$ cat src/ssm_pkg.sv
// Constants, register map and state codes for the stepper motor settings block.
// Assumes the APB byte address of a register is four times its index.
package ssm_pkg;

  localparam int ADDR_W = 12;

  // Register indices; byte address is four times the index.
  localparam logic [9:0] IDX_CFG     = 10'h045;
  localparam logic [9:0] IDX_SCAN_HI = 10'h046;
  localparam logic [9:0] IDX_SCAN_LO = 10'h047;
  localparam logic [9:0] IDX_FEED_HI = 10'h048;
  localparam logic [9:0] IDX_FEED_LO = 10'h049;
  localparam logic [9:0] IDX_SKIP_HI = 10'h04a;
  localparam logic [9:0] IDX_SKIP_LO = 10'h04b;
  localparam logic [9:0] IDX_CNT_HI  = 10'h04c;
  localparam logic [9:0] IDX_CNT_LO  = 10'h04d;
  localparam logic [9:0] IDX_PAUSE   = 10'h04e;
  localparam logic [9:0] IDX_RESUME  = 10'h04f;
  localparam logic [9:0] IDX_REV     = 10'h050;
  localparam logic [9:0] IDX_ACCEL   = 10'h051;
  localparam logic [9:0] IDX_PD_MID  = 10'h052;
  localparam logic [9:0] IDX_PD_LOW  = 10'h053;
  localparam logic [9:0] IDX_LSKIP   = 10'h054;

  // Bit positions in the output configuration register.
  localparam int CFG_MICRO = 0;
  localparam int CFG_SENSE = 1;
  localparam int CFG_POLA  = 2;
  localparam int CFG_POLB  = 3;
  localparam int CFG_EN    = 4;
  localparam int CFG_SWAP  = 5;
  localparam int CFG_FFULL = 6;
  // Bit positions in the line skip register.
  localparam int LSK_BLUE  = 3;
  localparam int LSK_DLY   = 4;

  localparam logic [7:0]  REG_RST    = 8'h00;
  localparam logic [13:0] STEPC_RST  = 14'h0000;
  localparam logic [17:0] MIN_PERIOD = 18'h0_0002;
  localparam logic [17:0] ACC_MAX    = 18'h0_0008;
  localparam logic [1:0]  MICRO_LAST = 2'h3;

  typedef enum logic [8:0] {
    ST_IDLE   = 9'h001,
    ST_FEED   = 9'h002,
    ST_SCAN   = 9'h004,
    ST_REV    = 9'h008,
    ST_PAUSE  = 9'h010,
    ST_WAITPH = 9'h020,
    ST_STOPPD = 9'h040,
    ST_ACC25  = 9'h080,
    ST_ACC50  = 9'h100
  } ssm_state_e;

endpackage

$ cat src/ssm_tmr_if.sv
// Link between the motor sequencer and its microstep timer.
// Assumes both ends run on the same clock.
`timescale 1ns/1ps
`default_nettype none
interface ssm_tmr_if;
  logic [17:0] period;
  logic        run;
  logic        step;
  modport tmr (input period, input run, output step);
  modport ctl (output period, output run, input step);
endinterface
`default_nettype wire

$ cat src/ssm_step_timer.sv
// Microstep timer: counts pixel periods and pulses once per microstep.
// Assumes pix_tick is a one-cycle pulse from logic on the same clock.
`timescale 1ns/1ps
`default_nettype none
module ssm_step_timer
  import ssm_pkg::*;
(
  input  wire logic pclk,
  input  wire logic presetn,
  input  wire logic pix_tick,
  ssm_tmr_if.tmr    tif
);

  logic [17:0] cnt_q;
  logic        step_q;
  logic [17:0] per;
  logic        wrap;

  // Periods below the minimum are served at the minimum.
  // clamp scan period
  // clamp feed period
  assign per  = (tif.period < MIN_PERIOD) ? MIN_PERIOD : tif.period;
  assign wrap = pix_tick && (cnt_q >= per - 18'h0_0001);
  assign tif.step = step_q;

  // Pixel period counter and microstep pulse.
  always_ff @(posedge pclk or negedge presetn) begin
    if (!presetn) begin
      cnt_q  <= 18'h0_0000;
      step_q <= 1'b0;
    end else if (!tif.run) begin
      cnt_q  <= 18'h0_0000;
      step_q <= 1'b0;
    end else begin
      step_q <= wrap;
      if (pix_tick) begin
        cnt_q <= wrap ? 18'h0_0000 : cnt_q + 18'h0_0001;
      end
    end
  end

  // A microstep always spans at least two pixel periods.
  property p_gap;
    @(posedge pclk) disable iff (!presetn)
    step_q |=> !step_q;
  endproperty
  a_gap: assert property (p_gap)
    else $error("Microstep pulses closer than two pixel periods.");

endmodule
`default_nettype wire

$ cat src/ssm_motor.sv
// Stepper motor settings registers and motion sequencer behind an APB slave.
// Assumes pixel, line and buffer fill inputs come from logic on pclk.
//
// Decided for this implementation: the APB register port.
`timescale 1ns/1ps
`default_nettype none
// Behaviour
// Phase B polarity 1 makes B outputs active low; keep it 0.
// Enable 0 tri-states all four phase outputs; 1 drives them.
// Swap 1 exchanges phase A pair with phase B pair.
// Fast feed bit 1 forces full-step drive during start feed.
// Scan microstep lasts a 16-bit pixel period count, at least 2.
// Feed microstep lasts its own pixel period count, at least 2.
// Scan start feeds forward up to 32767 full steps at top speed.
// Two-byte step counter counts full steps from 0 to 16383.
// Pause when buffer fill reaches count times 2 or 8 kilobytes.
// Resume when buffer fill falls to count times 2 or 8 kilobytes.
// On full buffer reverse 0 to 255 full steps; 0 disables.
// Acceleration: stopped pause, 25% steps, 50% steps, each 0,1,2,8.
// 18-bit phase difference sets resume time after reversing.
// 0-7 lines processed after pause and discarded after resume.
// Colour order bit: 0 red before green, 1 blue before green.
// Four-bit colour phase delay of 0 to 15 lines.
// Microstepping needs two-phase current sensing; else full steps.
// Buffer thresholds are watched continuously during a scan.
module ssm_motor
  import ssm_pkg::*;
#(
  parameter int FILL_W = 16
) (
  input  wire logic              pclk,
  input  wire logic              presetn,
  input  wire logic              psel,
  input  wire logic              penable,
  input  wire logic              pwrite,
  input  wire logic [ADDR_W-1:0] paddr,
  input  wire logic [31:0]       pwdata,
  output logic      [31:0]       prdata,
  output logic                   pready,
  output logic                   pslverr,
  input  wire logic              pix_tick,
  input  wire logic              line_tick,
  input  wire logic              scan_start,
  input  wire logic              scan_stop,
  input  wire logic              mem_large,
  input  wire logic [FILL_W-1:0] fill_kb,
  output logic      [3:0]        phase_o,
  output logic      [3:0]        phase_oe_n,
  output logic                   capture_o,
  output logic                   motor_run_o,
  output logic                   colour_blue_first_o,
  output logic      [3:0]        colour_delay_o
);

  localparam int NREG = 16;

  if (FILL_W < 11 || FILL_W > 32) begin : g_chk
    $error("FILL_W must lie between 11 and 32.");
  end

  // Register slot of an index.
  function automatic logic [3:0] rel(input logic [9:0] idx);
    rel = 4'(idx - IDX_CFG);
  endfunction

  // Stage length code to full step units.
  function automatic logic [17:0] acc_units(input logic [1:0] c);
    case (c)
      2'h0:    acc_units = 18'h0_0000;
      2'h1:    acc_units = 18'h0_0001;
      2'h2:    acc_units = 18'h0_0002;
      default: acc_units = ACC_MAX;
    endcase
  endfunction

  // Phase pattern of a full step position, bits A, B, A inverse, B inverse.
  function automatic logic [3:0] full_pat(input logic [1:0] p);
    case (p)
      2'h0:    full_pat = 4'hc;
      2'h1:    full_pat = 4'h6;
      2'h2:    full_pat = 4'h3;
      default: full_pat = 4'h9;
    endcase
  endfunction

  ssm_tmr_if tif ();

  ssm_step_timer u_tmr (
    .pclk     (pclk),
    .presetn  (presetn),
    .pix_tick (pix_tick),
    .tif      (tif)
  );

  logic [7:0]  regs_q [NREG];
  logic [13:0] stepc_q;
  logic [31:0] prdata_q;
  logic        pready_q;
  logic        pslverr_q;
  ssm_state_e  st_q, st_d;
  logic [17:0] cnt_q, cnt_d;
  logic [1:0]  micro_q, pos_q;
  logic        revd_q;
  logic [2:0]  lcnt_q;
  logic        capture_q, run_q;
  logic [3:0]  phase_q, oe_n_q;

  // APB decode and read selection.
  wire  [9:0]  idx     = paddr[ADDR_W-1:2];
  wire         in_map  = (idx >= IDX_CFG) && (idx <= IDX_LSKIP) && (paddr[1:0] == 2'h0);
  wire  [3:0]  roff    = rel(idx);
  wire         setup   = psel && !penable;
  wire         wr_acc  = psel && penable && pready_q && pwrite && in_map;
  wire         wr_chi  = wr_acc && (roff == rel(IDX_CNT_HI));
  wire         wr_clo  = wr_acc && (roff == rel(IDX_CNT_LO));
  wire  [7:0]  rd_byte = (roff == rel(IDX_CNT_HI)) ? {2'h0, stepc_q[13:8]} :
                         (roff == rel(IDX_CNT_LO)) ? stepc_q[7:0] : regs_q[roff];

  // Register fields.
  wire  [7:0]  cfg      = regs_q[rel(IDX_CFG)];
  wire  [15:0] scan_per = {regs_q[rel(IDX_SCAN_HI)], regs_q[rel(IDX_SCAN_LO)]};
  wire  [15:0] feed_per = {regs_q[rel(IDX_FEED_HI)], regs_q[rel(IDX_FEED_LO)]};
  wire  [14:0] skip_n   = {regs_q[rel(IDX_SKIP_HI)][6:0], regs_q[rel(IDX_SKIP_LO)]};
  wire  [7:0]  pause_n  = regs_q[rel(IDX_PAUSE)];
  wire  [7:0]  resume_n = regs_q[rel(IDX_RESUME)];
  wire  [7:0]  rev_n    = regs_q[rel(IDX_REV)];
  wire  [7:0]  accel    = regs_q[rel(IDX_ACCEL)];
  wire  [7:0]  pd_low   = regs_q[rel(IDX_PD_LOW)];
  wire  [7:0]  lskip    = regs_q[rel(IDX_LSKIP)];
  // phase difference word
  wire  [17:0] pdiff    = {accel[1:0], regs_q[rel(IDX_PD_MID)], pd_low[7:3], 3'h0};
  wire  [2:0]  lines_n  = pd_low[2:0];

  // Buffer thresholds in kilobytes, scaled by memory size.
  // pause level
  wire  [10:0] pause_kb  = mem_large ? {pause_n, 3'h0} : {2'h0, pause_n, 1'h0};
  // resume level
  wire  [10:0] resume_kb = mem_large ? {resume_n, 3'h0} : {2'h0, resume_n, 1'h0};
  // continuous compare
  wire         pause_hit  = (pause_n != 8'h00) && (fill_kb >= FILL_W'(pause_kb));
  wire         resume_hit = fill_kb <= FILL_W'(resume_kb);

  // Motion qualifiers.
  wire         moving  = (st_q == ST_FEED) || (st_q == ST_SCAN) || (st_q == ST_REV) ||
                         (st_q == ST_ACC25) || (st_q == ST_ACC50);
  wire         full_ev = tif.step && (micro_q == MICRO_LAST);
  wire         fwd_ev  = full_ev && moving && (st_q != ST_REV);
  wire  [17:0] dec     = cnt_q - 18'h0_0001;
  // two-phase sensing needed
  // full step in start feed
  wire         fullstep = !(cfg[CFG_MICRO] && cfg[CFG_SENSE]) ||
                          ((st_q == ST_FEED) && cfg[CFG_FFULL]);

  // Timer period per state; slower stages stretch the scan period.
  // 25 and 50 percent speed
  assign tif.period = (st_q == ST_ACC25) ? {scan_per, 2'h0} :
                      (st_q == ST_ACC50) ? {1'h0, scan_per, 1'h0} :
                      ((st_q == ST_FEED) || (st_q == ST_REV)) ? {2'h0, feed_per} :
                      {2'h0, scan_per};
  assign tif.run = moving || (st_q == ST_STOPPD);

  // Phase pattern: full step, or the half step between two positions.
  wire  [1:0]  pos_nx  = (st_q == ST_REV) ? pos_q - 2'h1 : pos_q + 2'h1;
  wire  [3:0]  pat     = (st_q == ST_IDLE) ? 4'h0 :
                         (!fullstep && micro_q[1]) ? (full_pat(pos_q) & full_pat(pos_nx)) :
                         full_pat(pos_q);
  // swap A pair with B pair
  wire  [3:0]  pat_sw  = cfg[CFG_SWAP] ? {pat[2], pat[3], pat[0], pat[1]} : pat;
  // winding polarity
  wire  [3:0]  pat_pol = pat_sw ^ {cfg[CFG_POLA], cfg[CFG_POLB], cfg[CFG_POLA], cfg[CFG_POLB]};

  // APB answer: one wait-free access phase after each setup.
  always_ff @(posedge pclk or negedge presetn) begin
    if (!presetn) begin
      pready_q  <= 1'b0;
      pslverr_q <= 1'b0;
      prdata_q  <= 32'h0000_0000;
    end else begin
      pready_q  <= setup;
      pslverr_q <= setup && !in_map;
      prdata_q  <= (setup && in_map) ? {24'h00_0000, rd_byte} : 32'h0000_0000;
    end
  end

  // Settings registers.
  always_ff @(posedge pclk or negedge presetn) begin
    if (!presetn) begin
      for (int i = 0; i < NREG; i++) begin
        regs_q[i] <= REG_RST;
      end
    end else if (wr_acc && !wr_chi && !wr_clo) begin
      regs_q[roff] <= pwdata[7:0];
    end
  end

  // Full step counter; a software write takes priority over a count.
  always_ff @(posedge pclk or negedge presetn) begin
    if (!presetn) begin
      stepc_q <= STEPC_RST;
    end else if (wr_chi) begin
      stepc_q[13:8] <= pwdata[5:0];
    end else if (wr_clo) begin
      stepc_q[7:0] <= pwdata[7:0];
    end else if (fwd_ev) begin
      // count forward full steps
      stepc_q <= stepc_q + 14'h0001;
    end
  end

  // Sequencer next state.
  always_comb begin
    st_d  = st_q;
    cnt_d = cnt_q;
    case (st_q)
      ST_IDLE: begin
        if (scan_start) begin
          // load start skip
          st_d  = ST_FEED;
          cnt_d = {3'h0, skip_n};
        end
      end
      ST_FEED: begin
        if (cnt_q == 18'h0_0000) begin
          st_d = ST_SCAN;
        end else if (full_ev) begin
          cnt_d = dec;
        end
      end
      ST_SCAN: begin
        if (pause_hit) begin
          // reverse or stop
          st_d  = (rev_n != 8'h00) ? ST_REV : ST_PAUSE;
          cnt_d = {10'h000, rev_n};
        end
      end
      ST_REV: begin
        if (cnt_q == 18'h0_0000) begin
          st_d = ST_PAUSE;
        end else if (full_ev) begin
          cnt_d = dec;
        end
      end
      ST_PAUSE: begin
        if (resume_hit) begin
          // restart motor
          st_d  = revd_q ? ST_WAITPH : ST_STOPPD;
          cnt_d = revd_q ? pdiff : acc_units(accel[3:2]);
        end
      end
      ST_WAITPH: begin
        if (cnt_q == 18'h0_0000) begin
          // resume after phase wait
          st_d  = ST_STOPPD;
          cnt_d = acc_units(accel[3:2]);
        end else if (pix_tick) begin
          cnt_d = dec;
        end
      end
      ST_STOPPD: begin
        if (cnt_q == 18'h0_0000) begin
          // stage sequence
          st_d  = ST_ACC25;
          cnt_d = acc_units(accel[5:4]);
        end else if (full_ev) begin
          cnt_d = dec;
        end
      end
      ST_ACC25: begin
        if (cnt_q == 18'h0_0000) begin
          st_d  = ST_ACC50;
          cnt_d = acc_units(accel[7:6]);
        end else if (full_ev) begin
          cnt_d = dec;
        end
      end
      ST_ACC50: begin
        if (cnt_q == 18'h0_0000) begin
          st_d = ST_SCAN;
        end else if (full_ev) begin
          cnt_d = dec;
        end
      end
      default: begin
        st_d  = ST_IDLE;
        cnt_d = 18'h0_0000;
      end
    endcase
    if (scan_stop) begin
      st_d = ST_IDLE;
    end
  end

  // Sequencer state, position and reversal memory.
  always_ff @(posedge pclk or negedge presetn) begin
    if (!presetn) begin
      st_q    <= ST_IDLE;
      cnt_q   <= 18'h0_0000;
      micro_q <= 2'h0;
      pos_q   <= 2'h0;
      revd_q  <= 1'b0;
    end else begin
      st_q  <= st_d;
      cnt_q <= cnt_d;
      if (tif.step) begin
        micro_q <= micro_q + 2'h1;
      end
      if (full_ev && moving) begin
        pos_q <= pos_nx;
      end
      if (st_d == ST_REV) begin
        revd_q <= 1'b1;
      end else if ((st_d == ST_WAITPH) || (st_d == ST_IDLE)) begin
        revd_q <= 1'b0;
      end
    end
  end

  // Capture gating: tail lines after a pause, dropped lines after a resume.
  // lines without reversal
  wire enter_tail = (st_q == ST_SCAN) && (st_d == ST_PAUSE);
  wire enter_scan = (st_q == ST_ACC50) && (st_d == ST_SCAN) && (rev_n == 8'h00);
  wire capture_d  = ((st_q == ST_SCAN) && (lcnt_q == 3'h0)) ||
                    ((st_q == ST_PAUSE) && !revd_q && (lcnt_q != 3'h0));

  always_ff @(posedge pclk or negedge presetn) begin
    if (!presetn) begin
      lcnt_q    <= 3'h0;
      capture_q <= 1'b0;
    end else begin
      capture_q <= capture_d;
      if (enter_tail || enter_scan) begin
        lcnt_q <= lines_n;
      end else if (line_tick && (lcnt_q != 3'h0)) begin
        lcnt_q <= lcnt_q - 3'h1;
      end
    end
  end

  // Output pins.
  always_ff @(posedge pclk or negedge presetn) begin
    if (!presetn) begin
      phase_q <= 4'h0;
      oe_n_q  <= 4'hf;
      run_q   <= 1'b0;
    end else begin
      phase_q <= pat_pol;
      // tri-state when disabled
      oe_n_q  <= {4{!cfg[CFG_EN]}};
      run_q   <= st_d != ST_IDLE;
    end
  end

  assign prdata      = prdata_q;
  assign pready      = pready_q;
  assign pslverr     = pslverr_q;
  assign phase_o     = phase_q;
  assign phase_oe_n  = oe_n_q;
  assign capture_o   = capture_q;
  assign motor_run_o = run_q;
  // colour order
  assign colour_blue_first_o = lskip[LSK_BLUE];
  // colour phase delay
  assign colour_delay_o      = lskip[LSK_DLY+3:LSK_DLY];

  property p_tri;
    @(posedge pclk) disable iff (!presetn)
    !cfg[CFG_EN] |=> (phase_oe_n == 4'hf);
  endproperty
  a_tri: assert property (p_tri)
    else $error("Phase outputs driven while disabled.");

  property p_polb;
    @(posedge pclk) disable iff (!presetn)
    (st_q == ST_IDLE) && cfg[CFG_POLB] && !cfg[CFG_POLA] && !cfg[CFG_SWAP]
      |=> (phase_o == 4'h5);
  endproperty
  a_polb: assert property (p_polb)
    else $error("Phase B polarity not applied.");

  property p_feed;
    @(posedge pclk) disable iff (!presetn)
    (st_q == ST_FEED) && (cnt_q == 18'h0_0000) && !scan_stop |=> (st_q == ST_SCAN);
  endproperty
  a_feed: assert property (p_feed)
    else $error("Start feed did not hand over to scanning.");

  property p_cnt;
    @(posedge pclk) disable iff (!presetn)
    fwd_ev && !wr_chi && !wr_clo |=> (stepc_q == $past(stepc_q) + 14'h0001);
  endproperty
  a_cnt: assert property (p_cnt)
    else $error("Step counter missed a full step.");

  property p_pause;
    @(posedge pclk) disable iff (!presetn)
    (st_q == ST_SCAN) && pause_hit && !scan_stop |=> (st_q inside {ST_REV, ST_PAUSE});
  endproperty
  a_pause: assert property (p_pause)
    else $error("Full buffer did not pause the scan.");

  property p_norev;
    @(posedge pclk) disable iff (!presetn)
    (st_q == ST_SCAN) && pause_hit && (rev_n == 8'h00) && !scan_stop |=> (st_q == ST_PAUSE);
  endproperty
  a_norev: assert property (p_norev)
    else $error("Reversal taken with zero reverse steps.");

  property p_resume;
    @(posedge pclk) disable iff (!presetn)
    (st_q == ST_PAUSE) && resume_hit && !revd_q && !scan_stop |=> (st_q == ST_STOPPD);
  endproperty
  a_resume: assert property (p_resume)
    else $error("Drained buffer did not restart the motor.");

  property p_acc;
    @(posedge pclk) disable iff (!presetn)
    (st_q == ST_ACC25) |-> (tif.period == {scan_per, 2'h0});
  endproperty
  a_acc: assert property (p_acc)
    else $error("Quarter speed stage has the wrong period.");

endmodule
`default_nettype wire

$ cat config.mk
export PLATFORM = sky130hd
export DESIGN_NAME = ssm_motor
export DESIGN_NICKNAME = d
export VERILOG_FILES = /design/src/ssm_pkg.sv /design/src/ssm_tmr_if.sv /design/src/ssm_step_timer.sv /design/src/ssm_motor.sv
export SDC_FILE = /design/constraint.sdc
export NUM_CORES = 1
export LEC_CHECK = 0
export ABC_AREA = 1
export BUFFER_PORTS_ARGS = -buffer_cell sky130_fd_sc_hd__buf_2
export CAP_MARGIN = 40
export CORE_ASPECT_RATIO = 1.4
export CORE_MARGIN = 2
export CORE_UTILIZATION = 33
export DETAILED_ROUTE_END_ITERATION = 10
export GPL_TIMING_DRIVEN = 0
export PLACE_DENSITY = 0.48
export SYNTH_ARGS = -nofsm -noshare
export SYNTH_HDL_FRONTEND = slang
export SYNTH_SLANG_ARGS = --single-unit
$ cat constraint.sdc
create_clock -name pclk -period 5.1 [get_ports pclk]
set_input_delay 0.255 -clock pclk [delete_from_list [all_inputs] [get_ports pclk]]
set_output_delay 0.255 -clock pclk [all_outputs]
set_load 0.005 [all_outputs]
==> impl_metrics.tcl <==
set metrics [dict create \
    antenna_found_initial 0 \
    slowest_stage "dfrtp_1" \
    final_nets 2165 \
    rsz0062_at_grt "no" \
    final_common_cell "nand2_1" \
    root_buffer "clkbuf_16" \
    status "complete, no violations" \
    worst_slew_pin_slew_ps 857.0 \
    place_area_mm2 0.01548 \
    drt_iter0_drc 815 \
    clkSinkCount 213 \
    max_stage_delay_ps 430 \
    syn-cell-area_mm2 0.01423 \
    core_area_mm2 0.04279 \
    power.leakage_nw 7.702 \
    cts_made_buffers 27 \
    initial_core_util_pct 33.27 \
    cts_tree "done" \
    yosysSeqAreaShare_pct 37.46 \
    cpMostUsedCell "nand2_1" \
    crit_type "flop to flop" \
    viasPerCell 5.156 \
    first_pass_iters 5 \
    setup_viol 0 \
    fmax_mhz 210.0 \
    synth.distinct_cells 67 \
    setup.worst_path.start_class "flop" \
    synth-edff-count 0 \
    required_ps 5560 \
    die_h_um 249.7 \
    grt_usage_pct 22.66 \
    clk_latency_ps 570 \
    fin_crit_ps 4762 \
    portBuffers 69 \
    utilization_pct 39.03 \
    drc_errors 0 \
    grt_overflow_total 0 \
    insertedDiodeCount 0 \
    syn_to_final_growth_pct 17.33 \
    layout-drive-gt1-share_pct 14.97 \
    multi_input_area_mm2 0.007548 \
    hold_class "primary input to flop" \
    synth_ff_type "dfrtp_1" \
    finalHoldViolCount 0 \
    ios 119 \
    drv_slew 0 \
    hpwl_um 39770 \
    htree_levels 1 \
    grt_first_pass_wirelength_um 79120 \
    synth-seq-cells 213 \
    p_per_area_mw_per_mm2 288.7 \
    clock_skew_ps 29.46 \
    avgSynthCellArea_um2 7.520 \
    finalCritPeriodShare_pct 93.37 \
    final_cell_area_mm2 0.01670 \
    cts.clk_slew.worst_paths_ps 60 \
    first_global_vias 13280 \
    ir_drop_mv 0.1916 \
    gp_congestion 0.9258 \
    cts_buffer_depth 3 \
    slew_headroom_pct 42.87 \
    regArea_mm2 0.005335 \
    rows 90 \
    synthTopCellsByArea "dfrtp_1 37%, nand2_1 11%, inv_1 5.3%" \
    grt_max_degree 111 \
    layout_common_cells "415 x nand2_1, 209 x dfrtp_1, 200 x inv_1" \
    postRouteAntennaNets 0 \
    cap_violations 0 \
    end_kind "flop" \
    crit_fanout 10 \
    whs_ps 32.71 \
    die-area_mm2 0.04484 \
    synth_top_area_share_pct 37.09 \
    async_flop_share_pct 100.0 \
    cp.arrival_ps 5220 \
    routed_wl_um 51420 \
    wl_per_cell_um 19.71 \
    synth_warnings 0 \
    vias 13450 \
    die_x_um 179.5 \
    fillCellCount 4525 \
    synth_cells 1893 \
    synth.largest_area_cell "dfrtp_1" \
]
sequential cells by signal, indices dropped and copies added (netlist names), 3 cells and up:
| register | cells |
|---|---|
| regs_q | 48 |
| cnt_q | 18 |
| u_tmr.cnt_q | 18 |
| feed_per | 16 |
| stepc_q | 14 |
| st_q | 9 |
| accel | 8 |
| cfg | 8 |
| lskip | 8 |
| pause_n | 8 |
| pd_low | 8 |
| pdiff | 8 |
| prdata | 8 |
| resume_n | 8 |
| rev_n | 8 |
| phase_o | 4 |
| lcnt_q | 3 |
per-stage QoR:
step	instances	setup TNS (ps)	setup slack [ps]	power [W]
after floorplan	1916	0	903.3	0.002340
after global placement	2537	-54270	-281.0	0.002627
after detailed placement	2545	-3565	-384.6	0.002646
after CTS	2600	0	26.39	0.004845
after global routing	2609	0	9.542	0.005049
final	2609	0	338.1	0.004822
cells by family after synthesis:
| family | after synthesis | synth area share (%) |
|---|---|---|
| and+or+nand+nor | 788 | 26.05 |
| adders and majority gates | 58 | 5.098 |
| muxes | 2 | 0.1406 |
| DFF | 213 | 37.46 |
| AOI/OAI and AO/OA | 445 | 17.27 |
| buffers and inverters | 336 | 10.82 |
| xor gates and xnor gates | 50 | 3.129 |
| other | 1 | 0.02634 |
power by group:
part / total (W) / internal, W / switching [W]
combinational: 0.000944 / 0.000311 / 0.000632
clock: 0.00215 / 0.00133 / 0.000816
sequential: 0.00173 / 0.00172 / 0.0000122
synthesized netlist by cell type (3+ instances only):
cell / count
nand2_2: 17
a221oi_1: 5
o2111ai_1: 6
nor3_2: 4
nand4_1: 26
a22oi_1: 9
o21ai_0: 148
nand3_4: 12
nor2_2: 12
nor2_1: 140
dfrtp_1: 211
nand3_1: 85
o211ai_1: 12
nor4_1: 15
nand3_2: 8
clkbuf_1: 47
o221ai_1: 7
o21ai_1: 128
a211oi_1: 4
inv_2: 18
nor2_4: 9
buf_6: 17
nand2_1: 417
buf_1: 8
xnor2_1: 6
o22ai_1: 15
inv_1: 200
xor2_1: 43
a21oi_1: 86
buf_2: 11
ha_1: 58
nor3_1: 24
a31oi_1: 7
or2_2: 3
nand2_4: 3
buf_4: 33
layout make-up:
class                   count  share of cell area, %
multi-input cells        1368                  45.19
flip-flops and latches    213                  31.94
inverters                 219                  4.937
clock buffers              33                  4.420
plain buffers             117                  4.307
well taps                 552                  4.135
repair buffers             91                  3.551
clock inverters            16                  1.513
critical path, delay by kind of cell (launching register included):
family | cells | cell delay (ps)
compound gates | 3 | 380
xor+xnor | 1 | 190
buf+inv | 5 | 700
fa+ha+maj | 2 | 470
flops | 1 | 430
simple gates | 19 | 2490
worst paths after layout:
check,slack (ps),depth (start not counted),start,to
worst max-delay path,340,30,st_q[3]$_DFF_PN0_,u_tmr.cnt_q[15]$_DFFE_PN0P_
max in group asynchronous,3620,3,presetn,pd_low[2]$_DFFE_PN0P_
worst max register to register,340,30,st_q[3]$_DFF_PN0_,u_tmr.cnt_q[15]$_DFFE_PN0P_
worst min-delay path,30,3,pwdata[6],stepc_q[6]$_DFFE_PN0P_
min in group asynchronous,360,2,presetn,u_tmr.cnt_q[2]$_DFFE_PN0P_
worst min register to register,460,1,regs_q[68]$_DFFE_PN0P_,regs_q[68]$_DFFE_PN0P_
what timing repair did:
action	4_1_cts	5_1_grt
cloned	0	1
endpoints found under the hold margin	105	0
setup endpoints to repair	11	19
buffers inserted	0	8
resized for setup	4	19
pin swaps	0	9
hold buffers	6	0
layer usage:
metal / track usage, % / up-vias / part of all wire, %
li1: - / 6540 / -
met1: 26.28 / 6366 / 39
met2: 40.97 / 422 / 51
met3: 2.466 / 123 / 4.7
met4: 11.71 / 0 / 5.8
met5: 0 / - / 0
Power figures use the tool's default switching activity.
